File: src/hdl/npc_pkg.sv
// Package for the flash program and erase controller.
// Assumes a 32-bit APB register bus and one 125 MHz system clock.
package npc_pkg;

  // Register byte offsets on the APB bus.
  localparam logic [11:0] OFS_ADDR_LOW = 12'h000;
  localparam logic [11:0] OFS_ADDR_HIGH = 12'h004;
  localparam logic [11:0] OFS_OP_CONTROL = 12'h008;
  localparam logic [11:0] OFS_UNLOCK_KEY = 12'h00C;
  localparam logic [11:0] OFS_DATA_LOW = 12'h010;
  localparam logic [11:0] OFS_DATA_HIGH = 12'h014;

  // Field positions inside the operation control register.
  localparam int BIT_CFG_SEL = 6;
  localparam int BIT_LATCH_ONLY = 5;
  localparam int BIT_ERASE_EN = 4;
  localparam int BIT_ERROR = 3;
  localparam int BIT_PROG_EN = 2;
  localparam int BIT_WRITE_START = 1;
  localparam int BIT_READ_START = 0;

  // Array geometry.
  localparam int ADDR_W = 15;
  localparam int WORD_W = 14;
  localparam int ROW_WORDS = 32;
  localparam int ROW_IDX_W = 5;

  // Unlock pattern and reset values.
  localparam logic [7:0] KEY_FIRST_VAL = 8'h55;
  localparam logic [7:0] KEY_SECOND_VAL = 8'hAA;
  localparam logic [WORD_W-1:0] LATCH_RESET_VAL = 14'h03FF;
  localparam logic [7:0] ADDR_LOW_RESET = 8'h00;
  localparam logic [6:0] ADDR_HIGH_RESET = 7'h00;
  localparam logic [7:0] DATA_LOW_RESET = 8'h00;
  localparam logic [5:0] DATA_HIGH_RESET = 6'h00;

  // Commands presented to the flash array.
  localparam logic [1:0] CMD_NONE = 2'h0;
  localparam logic [1:0] CMD_READ = 2'h1;
  localparam logic [1:0] CMD_ERASE = 2'h2;
  localparam logic [1:0] CMD_ROW_WRITE = 2'h3;

  typedef logic [ROW_WORDS-1:0][WORD_W-1:0] npc_row_t;
  typedef enum logic [1:0] {ST_IDLE, ST_READ, ST_ERASE, ST_ROW} npc_state_t;
  typedef enum logic [1:0] {KEY_IDLE, KEY_FIRST, KEY_ARMED} npc_key_t;

endpackage

File: src/hdl/npc_nvm_ctrl.sv
// Flash program and erase controller with an APB register slave.
// Assumes a flash array that pulses flashDone once while flashReq is held,
// and protection logic that reports the addressed location as protected.

module npc_nvm_ctrl (
  // Clock and reset
  input wire logic mclk,
  input wire logic rstn,
  // APB slave
  input wire logic psel,
  input wire logic penable,
  input wire logic pwrite,
  input wire logic [11:0] paddr,
  input wire logic [31:0] pwdata,
  output logic [31:0] prdata,
  output logic pready,
  output logic pslverr,
  // Flash array
  output logic flashReq,
  output logic [1:0] flashCmd,
  output logic flashCfgSpace,
  output logic [npc_pkg::ADDR_W-1:0] flashAddr,
  output npc_pkg::npc_row_t flashRowData,
  input wire logic flashDone,
  input wire logic [npc_pkg::WORD_W-1:0] flashRdData,
  // Protection and reset history
  input wire logic writeProtect,
  input wire logic writeAbortedAtReset
);

  import npc_pkg::*;

  logic [7:0] adrLow_ff;
  logic [6:0] adrHigh_ff;
  logic cfgSel_ff;
  logic latchOnly_ff;
  logic eraseEn_ff;
  logic error_ff;
  logic progEn_ff;
  logic writeStart_ff;
  logic readStart_ff;
  logic [7:0] datLow_ff;
  logic [5:0] datHigh_ff;
  npc_state_t state_ff;
  npc_key_t key_ff;
  npc_key_t nxt_key;
  npc_row_t latch_ff;
  logic firstCycle_ff;
  logic flashReq_ff;
  logic [1:0] flashCmd_ff;
  logic flashCfg_ff;
  logic [ADDR_W-1:0] flashAddr_ff;
  logic [31:0] prdata_ff;
  logic keyAbort;

  // Registers decode on word addresses; byte lanes are ignored.
  function automatic logic hitAt(input logic [11:0] a,
                                 input logic [11:0] ofs);
    hitAt = (a[11:2] == ofs[11:2]);
  endfunction

  // Bus decode.
  wire apbAccess = psel & penable;
  wire apbWrite = apbAccess & pwrite;
  wire apbSetupRead = psel & ~penable & ~pwrite;
  wire hitAdrLow = hitAt(paddr, OFS_ADDR_LOW);
  wire hitAdrHigh = hitAt(paddr, OFS_ADDR_HIGH);
  wire hitCtrl = hitAt(paddr, OFS_OP_CONTROL);
  wire hitKey = hitAt(paddr, OFS_UNLOCK_KEY);
  wire hitDatLow = hitAt(paddr, OFS_DATA_LOW);
  wire hitDatHigh = hitAt(paddr, OFS_DATA_HIGH);
  wire mapped = hitAdrLow | hitAdrHigh | hitCtrl | hitKey | hitDatLow
    | hitDatHigh;
  wire wrCtrl = apbWrite & hitCtrl;
  wire wrKey = apbWrite & hitKey;
  wire busy = (state_ff != ST_IDLE);
  wire [ROW_IDX_W-1:0] latchIdx = adrLow_ff[ROW_IDX_W-1:0];

  always_comb
  begin
    nxt_key = key_ff;
    keyAbort = 1'b0;
    if (apbAccess)
    begin
      case (key_ff)
        KEY_IDLE:
        begin
          // A wrong first key is ignored rather than flagged.
          if (wrKey && pwdata[7:0] == KEY_FIRST_VAL)
            nxt_key = KEY_FIRST;
        end
        KEY_FIRST:
        begin
          if (wrKey && pwdata[7:0] == KEY_SECOND_VAL)
            nxt_key = KEY_ARMED;
          else
          begin
            nxt_key = KEY_IDLE;
            keyAbort = 1'b1;
          end
        end
        KEY_ARMED:
        begin
          // Only a write start may follow
          nxt_key = KEY_IDLE;
          keyAbort = ~(wrCtrl & pwdata[BIT_WRITE_START]);
        end
        default:
          nxt_key = KEY_IDLE;
      endcase
    end
  end

  wire progAllowed = pwdata[BIT_PROG_EN];
  // Write start only after unlock, enabled, flash space, idle
  wire launch = wrCtrl & pwdata[BIT_WRITE_START] & (key_ff == KEY_ARMED)
    & ~busy & progAllowed & ~pwdata[BIT_CFG_SEL];
  wire opErase = pwdata[BIT_ERASE_EN];
  wire opLatch = ~pwdata[BIT_ERASE_EN] & pwdata[BIT_LATCH_ONLY];
  // Protected erase or row write is refused
  wire protHit = launch & ~opLatch & writeProtect;
  wire doLatch = launch & opLatch;
  wire doErase = launch & opErase & ~protHit;
  wire doRow = launch & ~opErase & ~opLatch & ~protHit;
  // Read start can only be set
  wire doRead = wrCtrl & pwdata[BIT_READ_START] & ~busy & ~readStart_ff;
  wire errorSet = keyAbort | protHit | (firstCycle_ff & writeAbortedAtReset);
  wire opFinish = busy & flashDone;

  // Reset history is sampled once after release.
  always_ff @(posedge mclk or negedge rstn)
  begin
    if (!rstn)
      firstCycle_ff <= 1'b1;
    else
      firstCycle_ff <= 1'b0;
  end

  always_ff @(posedge mclk or negedge rstn)
  begin
    if (!rstn)
      key_ff <= KEY_IDLE;
    else
      key_ff <= nxt_key;
  end

  always_ff @(posedge mclk or negedge rstn)
  begin
    if (!rstn)
      adrLow_ff <= ADDR_LOW_RESET;
    else if (apbWrite && hitAdrLow)
      adrLow_ff <= pwdata[7:0];
  end

  // High address bits 14 to 8
  always_ff @(posedge mclk or negedge rstn)
  begin
    if (!rstn)
      adrHigh_ff <= ADDR_HIGH_RESET;
    else if (apbWrite && hitAdrHigh)
      adrHigh_ff <= pwdata[6:0];
  end

  // Plain control bits are held still while an operation runs.
  always_ff @(posedge mclk or negedge rstn)
  begin
    if (!rstn)
    begin
      cfgSel_ff <= 1'b0;
      latchOnly_ff <= 1'b0;
      progEn_ff <= 1'b0;
    end
    else if (wrCtrl && !busy)
    begin
      cfgSel_ff <= pwdata[BIT_CFG_SEL];
      latchOnly_ff <= pwdata[BIT_LATCH_ONLY];
      progEn_ff <= pwdata[BIT_PROG_EN];
    end
  end

  // Erase enable cleared by hardware when the erase ends
  always_ff @(posedge mclk or negedge rstn)
  begin
    if (!rstn)
      eraseEn_ff <= 1'b0;
    else if (opFinish && state_ff == ST_ERASE)
      eraseEn_ff <= 1'b0;
    else if (wrCtrl && !busy)
      eraseEn_ff <= pwdata[BIT_ERASE_EN];
  end

  // A hardware set wins over a software clear in the same cycle.
  // Hardware only sets; software may write either value
  always_ff @(posedge mclk or negedge rstn)
  begin
    if (!rstn)
      error_ff <= 1'b0;
    else if (errorSet)
      error_ff <= 1'b1;
    else if (wrCtrl)
      error_ff <= pwdata[BIT_ERROR];
  end

  // A latch load ends in its own write edge, so write start never shows it.
  // Write start self-clears; zero writes are ignored
  always_ff @(posedge mclk or negedge rstn)
  begin
    if (!rstn)
      writeStart_ff <= 1'b0;
    else if (doErase || doRow)
      writeStart_ff <= 1'b1;
    else if (opFinish && (state_ff == ST_ERASE || state_ff == ST_ROW))
      writeStart_ff <= 1'b0;
  end

  // Read start clears when the data has arrived
  always_ff @(posedge mclk or negedge rstn)
  begin
    if (!rstn)
      readStart_ff <= 1'b0;
    else if (doRead)
      readStart_ff <= 1'b1;
    else if (opFinish && state_ff == ST_READ)
      readStart_ff <= 1'b0;
  end

  // Operation sequencer.
  // One operation at a time; a done pulse while idle is ignored.
  always_ff @(posedge mclk or negedge rstn)
  begin
    if (!rstn)
      state_ff <= ST_IDLE;
    else
    begin
      case (state_ff)
        ST_IDLE:
        begin
          if (doErase)
            state_ff <= ST_ERASE;
          else if (doRow)
            state_ff <= ST_ROW;
          else if (doRead)
            state_ff <= ST_READ;
        end
        ST_READ, ST_ERASE, ST_ROW:
        begin
          if (flashDone)
            state_ff <= ST_IDLE;
        end
        default:
          state_ff <= ST_IDLE;
      endcase
    end
  end

  // Address and space are frozen at launch for the whole request.
  // Space select steers the flash request
  always_ff @(posedge mclk or negedge rstn)
  begin
    if (!rstn)
    begin
      flashReq_ff <= 1'b0;
      flashCmd_ff <= CMD_NONE;
      flashCfg_ff <= 1'b0;
      flashAddr_ff <= '0;
    end
    else if (doErase || doRow || doRead)
    begin
      flashReq_ff <= 1'b1;
      flashCmd_ff <= doErase ? CMD_ERASE : (doRow ? CMD_ROW_WRITE : CMD_READ);
      flashCfg_ff <= pwdata[BIT_CFG_SEL];
      flashAddr_ff <= {adrHigh_ff, adrLow_ff};
    end
    else if (opFinish)
    begin
      flashReq_ff <= 1'b0;
      flashCmd_ff <= CMD_NONE;
    end
  end

  // A finishing read wins over a software write in the same cycle.
  // Data registers take read data; 14-bit word
  always_ff @(posedge mclk or negedge rstn)
  begin
    if (!rstn)
    begin
      datLow_ff <= DATA_LOW_RESET;
      datHigh_ff <= DATA_HIGH_RESET;
    end
    else if (opFinish && state_ff == ST_READ)
    begin
      datLow_ff <= flashRdData[7:0];
      datHigh_ff <= flashRdData[WORD_W-1:8];
    end
    else if (apbWrite && hitDatLow)
      datLow_ff <= pwdata[7:0];
    else if (apbWrite && hitDatHigh)
      datHigh_ff <= pwdata[5:0];
  end

  // Latch load and latch reset after a row write
  always_ff @(posedge mclk or negedge rstn)
  begin
    if (!rstn)
      latch_ff <= {ROW_WORDS{LATCH_RESET_VAL}};
    else if (opFinish && state_ff == ST_ROW)
      latch_ff <= {ROW_WORDS{LATCH_RESET_VAL}};
    else if (doLatch)
      latch_ff[latchIdx] <= {datHigh_ff, datLow_ff};
  end

  // Read mux: top address bit one; control top bit zero.
  // Error reads zero while a write runs.
  wire [7:0] ctrlRead = {1'b0, cfgSel_ff, latchOnly_ff, eraseEn_ff,
    error_ff & ~writeStart_ff, progEn_ff, writeStart_ff, readStart_ff};
  // Unmapped and write-only offsets read as zero.
  wire [7:0] readByte =
    hitAdrLow ? adrLow_ff :
    hitAdrHigh ? {1'b1, adrHigh_ff} :
    hitCtrl ? ctrlRead :
    hitDatLow ? datLow_ff :
    hitDatHigh ? {2'b00, datHigh_ff} : 8'h00;

  // Read data is taken in the setup cycle so it stands through the access.
  always_ff @(posedge mclk or negedge rstn)
  begin
    if (!rstn)
      prdata_ff <= 32'h0000_0000;
    else if (apbSetupRead)
      prdata_ff <= {24'h00_0000, readByte};
  end

  assign prdata = prdata_ff;
  // Every register answers at once, so no wait states are inserted.
  assign pready = 1'b1;
  assign pslverr = apbAccess & ~mapped;
  assign flashReq = flashReq_ff;
  assign flashCmd = flashCmd_ff;
  assign flashCfgSpace = flashCfg_ff;
  assign flashAddr = flashAddr_ff;
  assign flashRowData = latch_ff;

endmodule // npc_nvm_ctrl

File: config.mk
export PLATFORM = sky130hd
export DESIGN_NAME = npc_nvm_ctrl
export DESIGN_NICKNAME = d
export VERILOG_FILES = /design/src/hdl/npc_pkg.sv /design/src/hdl/npc_nvm_ctrl.sv
export SDC_FILE = /design/constraint.sdc
export NUM_CORES = 1
export LEC_CHECK = 0
export ABC_CLOCK_PERIOD_IN_PS = 3600
export BUFFER_PORTS_ARGS = -buffer_cell sky130_fd_sc_hd__buf_2
export CORE_AREA = 3 3 222 224
export DETAILED_ROUTE_END_ITERATION = 12
export DIE_AREA = 0 0 225 227
export GPL_TIMING_DRIVEN = 0
export PLACE_DENSITY = 0.83
export SYNTH_ARGS = -nofsm -noshare
export SYNTH_HDL_FRONTEND = slang
export SYNTH_SLANG_ARGS = --single-unit
File: constraint.sdc
create_clock -name mclk -period 3.6 [get_ports mclk]
set_input_delay 0.36 -clock mclk [delete_from_list [all_inputs] [get_ports mclk]]
set_output_delay 0.36 -clock mclk [all_outputs]
set_load 0.05 [all_outputs]
# Word level (Yosys, flattened, before mapping)
# Index checks and enable logic that the tools add are counted.
totals:
  ff_bits: 516
  word_cells: 186
  out_inout_bits: 501
  inputBits: 66
classes:
  n_bitwise: 45
  order_cmp: 2
  n_eq_ne: 16
  n_reduce_logical: 32
  mux: 40
ops:
  columns: ["operator", "n"]
  rows:
  - ["$mux 448", 2]
  - ["$bwmux 448", 1]
  - ["$demux 14 s5", 1]
  - ["$mux 8", 6]
  - ["$and 1x1->1", 27]
  - ["$mux 6", 4]
  - ["$eq 10x2->1 const B", 2]
  - ["$eq 10x3->1 const B", 2]
  - ["$mux 2", 10]
  - ["$reduce_bool 2->1", 9]
  - ["$mux 14", 1]
  - ["$logic_and 1x1->1", 12]
  - ["$mux 1", 12]
  - ["$not 1->1", 11]
  - ["$eq 10x1->1 const B", 1]
  - ["$logic_not 10->1", 1]
  - ["$eq 8x7->1 const B", 1]
  - ["$eq 8x8->1 const B", 1]
  - ["$pmux 2 s2", 2]
  - ["$or 1x1->1", 7]
  - ["$eq 2x2->1 const B", 3]
  - ["$lt 5x6->1 const B", 1]
  - ["$ne 2x2->1 const B", 3]
  - ["$reduce_and 2->1", 3]
  - ["8 further kinds", 12]

# Logic depth before layout (Yosys ltp)
logic_depth:
  ltp_word: 15
  depth_mapped: 10
  ltp_nobuf: 7

# Worst setup path after synthesis
# No wires, ideal clock.
synth_timing:
  kind: "input to register"
  startpoint: "input paddr[7]"
  endpoint: "register latch_ff, in the netlist flashRowData[126]"
  required_ns: 3.510
  setup_ns: 0.090
  arrival_ns: 2.755
  stages: 9
  path_buffers: 4
  setup_slack_ns: 0.754
  cell_sequence: "or4_1 > buf_2 > or4_4 > buf_6 > buf_12 > nor4_4 > buf_6 > mux2i_1 > nand2_1"
synth_via:
  elab_chain_cells: 9
synth_lines:
  columns: ["item", "line", "source"]
  rows:
  - ["from (decl)", "npc_nvm_ctrl.sv:13", "input wire logic [11:0] paddr,"]
  - ["$eq 10x2->1", "npc_nvm_ctrl.sv:59", "hitAt = (a[11:2] == ofs[11:2]);"]
  - ["$and 1x1->1", "npc_nvm_ctrl.sv:74", "wire wrCtrl = apbWrite & hitCtrl;"]
  - ["$and 1x1->1 (2 in a row)", "npc_nvm_ctrl.sv:116", "wire launch = wrCtrl & pwdata[BIT_WRITE_START] & (key_ff == KEY_ARMED)"]
  - ["$and 1x1->1 (3 in a row)", "npc_nvm_ctrl.sv:117", "& ~busy & progAllowed & ~pwdata[BIT_CFG_SEL];"]
  - ["$and 1x1->1", "npc_nvm_ctrl.sv:122", "wire doLatch = launch & opLatch;"]
  - ["$reduce_bool 2->1 (no line)", null, null]
  - ["to (signal assigned)", "npc_nvm_ctrl.sv:305", "latch_ff <= {ROW_WORDS{LATCH_RESET_VAL}};"]
  - ["to (signal assigned)", "npc_nvm_ctrl.sv:307", "latch_ff <= {ROW_WORDS{LATCH_RESET_VAL}};"]
  - ["to (signal, indexed assignment)", "npc_nvm_ctrl.sv:309", "latch_ff[latchIdx] <= {datHigh_ff, datLow_ff};"]
  - ["to (decl)", "npc_nvm_ctrl.sv:47", "npc_row_t latch_ff;"]
# No other way between the ends.
# A chain may end at the register's enable or synchronous reset.

# Final worst setup path
layout_timing:
  startpoint: "register key_ff[0]"
  endpoint: "register latch_ff, in the netlist flashRowData[14]"
layout_via:
  elab_chain_cells: 7
layout_lines:
  columns: ["item", "line", "source"]
  rows:
  - ["from (decl)", "npc_nvm_ctrl.sv:45", "npc_key_t key_ff;"]
  - ["from (signal assigned)", "npc_nvm_ctrl.sv:144", "key_ff <= nxt_key;"]
  - ["$eq 2x2->1", "npc_nvm_ctrl.sv:116", null]
  - ["$and 1x1->1", "npc_nvm_ctrl.sv:116", null]
  - ["$and 1x1->1 (3 in a row)", "npc_nvm_ctrl.sv:117", null]
  - ["$and 1x1->1", "npc_nvm_ctrl.sv:122", null]
  - ["$reduce_bool 2->1 (no line)", null, null]
# No other way between the ends.

==> key figures <==
Critical path
  • Crit path from: key_ff[0]
  • Reg2reg start: key_ff[0]
  • R2R Path End: flashRowData[14]
  • CP startpoint kind: flop
  • WP data required: 4.09 ns
  • FF-to-FF path depth: 10
  • Crit Path Max Fanout: 10
  • Critical setup path kind: reg2reg
  • Worst reg-to-reg setup slack: 0.27 ns
  • Worst Setup End Kind: flop
  • Crit path capture: flashRowData[14]
  • Critical path data arrival time: 3.82 ns

Drt
  • Total Routed Length: 77500 um
  • Starting DRT DRC Count: 1392
  • Remaining DRCs: 0
  • DRT Pass-1 Iters: 5
  • WL per Instance: 24.2 um
  • Detail Route Antenna Nets: 0
  • Vias: 17800
  • Vias/cell: 5.56

Timing
  • Fin Setup TNS: 0 ns
  • Final worst-path setup slack: 0.267 ns
  • Endpoints failing setup: 0
  • Slew HR: 29.3%
  • Final Hold Viols: 0
  • Tcrit/Tclk final: 92.6%
  • Max-slew violations: 0
  • Setup Skew: 0.0184 ns
  • Slew at the pin with the worst max-slew slack: 1.05 ns
  • Min Tclk post-route: 3.33 ns
  • Fmax: 300 MHz
  • RSZ-0062 raised after global routing: false

Synth
  • EDFF count, synth: 0
  • Mapped Area: 0.0228 mm2
  • Synth Area in XOR/XNOR: 0%
  • Mux share of post-synthesis cell area: 21.0%
  • Share of the synthesized area in the top cell type: 37.1%
  • Synthesis-stage register bit count: 516
  • Mean Syn Cell Area: 11.7 um2
  • Seq/Total Area, Yosys: 58.5%
  • Largest area contributor in the netlist: dfstp_2
  • Synth Area in Compound Gates: 2.41%
  • Largest family of logic cells by synthesized area: multiplexers
  • Top cells by area, synth: dfstp_2 37%, dfrtp_1 21%, mux2i_1 19%
  • Adder and majority cell fraction of the synthesized area: 0.165%
  • Synth warnings: 0
  • Share of flip-flops with an asynchronous set or reset: 100%
  • Top FF cell, synth: dfstp_2
  • Cell variety after synth: 57
  • Mapped Cells: 1938
  • Simple-gate share of the synthesized area: 13.2%

Floorplanning
  • Die area: 0.0511 mm2
  • Die Height: 227 um
  • Total core area: 0.0475 mm2
  • Die Span X: 225 um
  • Num rows: 80
  • Initial cell density of the core: 47.9%
  • I/O Pins: 567

Min path
  • Hold WC Path Type: in2reg

Final layout
  • Layout area overhead: 24.0%
  • Most frequent cells in the layout: 521 x buf_2, 437 x mux2i_1, 352 x nand2_1
  • Non-Filler Instances: 3197
  • Layout cells sized above 1: 41.3%
  • Core Util, Final: 59.4%
  • Design Area, Final: 0.0282 mm2
  • Nets@finish: 2603
  • # fillers: 3841
  • Commonest non-fill, non-tap cell in the layout: buf_2

Clocking
  • CTS max path bufs: 3
  • CTS H-tree depth: 2
  • Worst-path clk slew: 0.07 ns
  • CTS buffer count: 53
  • Cts repair resizes: 0
  • Skew-Pair Late Insertion Delay: 0.60 ns
  • CTS tree: done
  • Clock Sinks: 516
  • Root Buffer: clkbuf_16

Place
  • Pre-CTS WS: -0.168 ns
  • Placed Area: 0.0263 mm2
  • Cell count after placement: 3093
  • Hpwl dp: 56300 um
  • Port Buf Inserts: 512
  • Placer Congestion: 0.955

Power and ir drop
  • Comb pwr share: 13.9%
  • Leakage: 16.0 nW
  • Seq pwr share: 44.3%
  • Pwr Density: 506 mW/mm2
  • Pint: 10.2 mW
  • Switching Fraction: 28.7%
  • Max IR drop VDD: 0.000414 V
  • Clock power share: 41.8%
  • Net switching power: 4.10 mW

Global routing
  • Vias in the first global route: 18100
  • GRT Total Usage: 29.6%
  • GRT Residual Overflow: 0
  • First-pass GRT wire length: 114000 um
  • Largest net degree at the start of global routing: 134
  • Initial antenna violation count: 4

Job
  • Max cap viols: 0

Outcome
  • Status: complete, no violations
==> per-layer routing <==
metal / up-vias / share of wire, % / track usage, %
met1: 9007 / 40 / 38.1
met3: 164 / 8.6 / 7.39
met2: 888 / 48 / 49.1
li1: 7724 / - / -
met5: - / 0 / 0
met4: 0 / 3.4 / 10.5
==> how the worst min path moves through the flow <==
| stage | from | end | cells after the start |
|---|---|---|---|
| 6_report | writeAbortedAtReset | error_ff | 3 |
| 3_3_place_gp | flashAddr[8] | flashAddr[8] | 2 |
| 4_1_cts | writeAbortedAtReset | error_ff | 3 |
| 3_5_place_dp | rstn | flashRowData[206] | 1 |
| 2_1_floorplan | rstn | adrHigh_ff[0] | 0 |
| 5_1_grt | writeAbortedAtReset | error_ff | 3 |
==> logic make-up after synthesis <==
kind of cell,Yosys count
flip-flops,516
multiplexers,472
AO/OA/AOI/OAI,92
AND/OR/NAND/NOR,644
other,2
adder cells (fa/ha/maj),3
buffers and inverters,209
==> sequential cells by signal (all words and copies together), names as in the netlist <==
name / cells
error_ff: 1
cfgSel_ff: 1
progEn_ff: 1
datHigh_ff: 6
flashCmd: 2
flashCfgSpace: 1
key_ff: 2
datLow_ff: 8
state_ff: 2
latchOnly_ff: 1
flashAddr: 15
firstCycle_ff: 1
flashReq: 1
writeStart_ff: 1
eraseEn_ff: 1
readStart_ff: 1
adrLow_ff: 8
flashRowData: 448
adrHigh_ff: 7
prdata: 8
==> cell type report <==
cell class	instances	area (um2)	area share, %
antenna	4	10.0	0.0355
buffer	199	1040	3.69
clock buffer	71	1530	5.41
clock inverter	28	375	1.33
inverter	10	37.5	0.133
multi-input combinational	1237	8450	29.9
sequential	516	13300	47.2
tap	615	769	2.73
timing repair buffer	517	2690	9.54
==> synth_stat cells (all sizes together) (3+ instances only) <==
cell and count:
nand4 18, clkbuf 106, nand4b 4, o21ai 25, mux2i 437, dfrtp 195, nor4 19, nor3 33
or4 3, nand2 352, or4b 3, dfstp 321, or2 3, o31ai 5, nand2b 3, inv 10
nor4b 3, mux2 35, ha 3, a21o 4, a31oi 14, buf 93, nor2b 3, nor2 155
nand3 31, a21oi 31
==> power groups by stage <==
stage / Combinational, mW / Clock [mW] / Sequential [mW]
after CTS: 1.99 / 6.04 / 6.32
after global placement: 1.94 / 0 / 6.38
final: 1.98 / 5.97 / 6.32
after floorplan: 0.540 / 0 / 7.16
after detailed placement: 1.98 / 0 / 6.40
after global routing: 2.09 / 6.28 / 6.34
==> stage by stage <==
step	total power, mW	hold WS, ns
2_1_floorplan	7.71	0.0644
3_3_place_gp	8.32	0.464
3_5_place_dp	8.39	0.379
4_1_cts	14.3	0.00239
5_1_grt	14.7	0.0607
6_report	14.3	0.0354
==> worst max-delay path: stages (launching register included) <==
cell and delay (ns):
dfrtp_1 0.40, inv_1 0.09, ha_1 0.18, nand4b_1 0.19, nor4_1 0.32, clkbuf_1 0.35
buf_2 0.30, nand3_1 0.51, clkbuf_1 0.51, mux2i_1 0.29, nand2_1 0.09
==> repair_timing <==
| item | in CTS | in global routing |
|---|---|---|
| hold buffers | 1 | 0 |
| hold endpoints to repair | 74 | 0 |
| setup buffers | 0 | 0 |
Power figures use the tool's default switching activity.
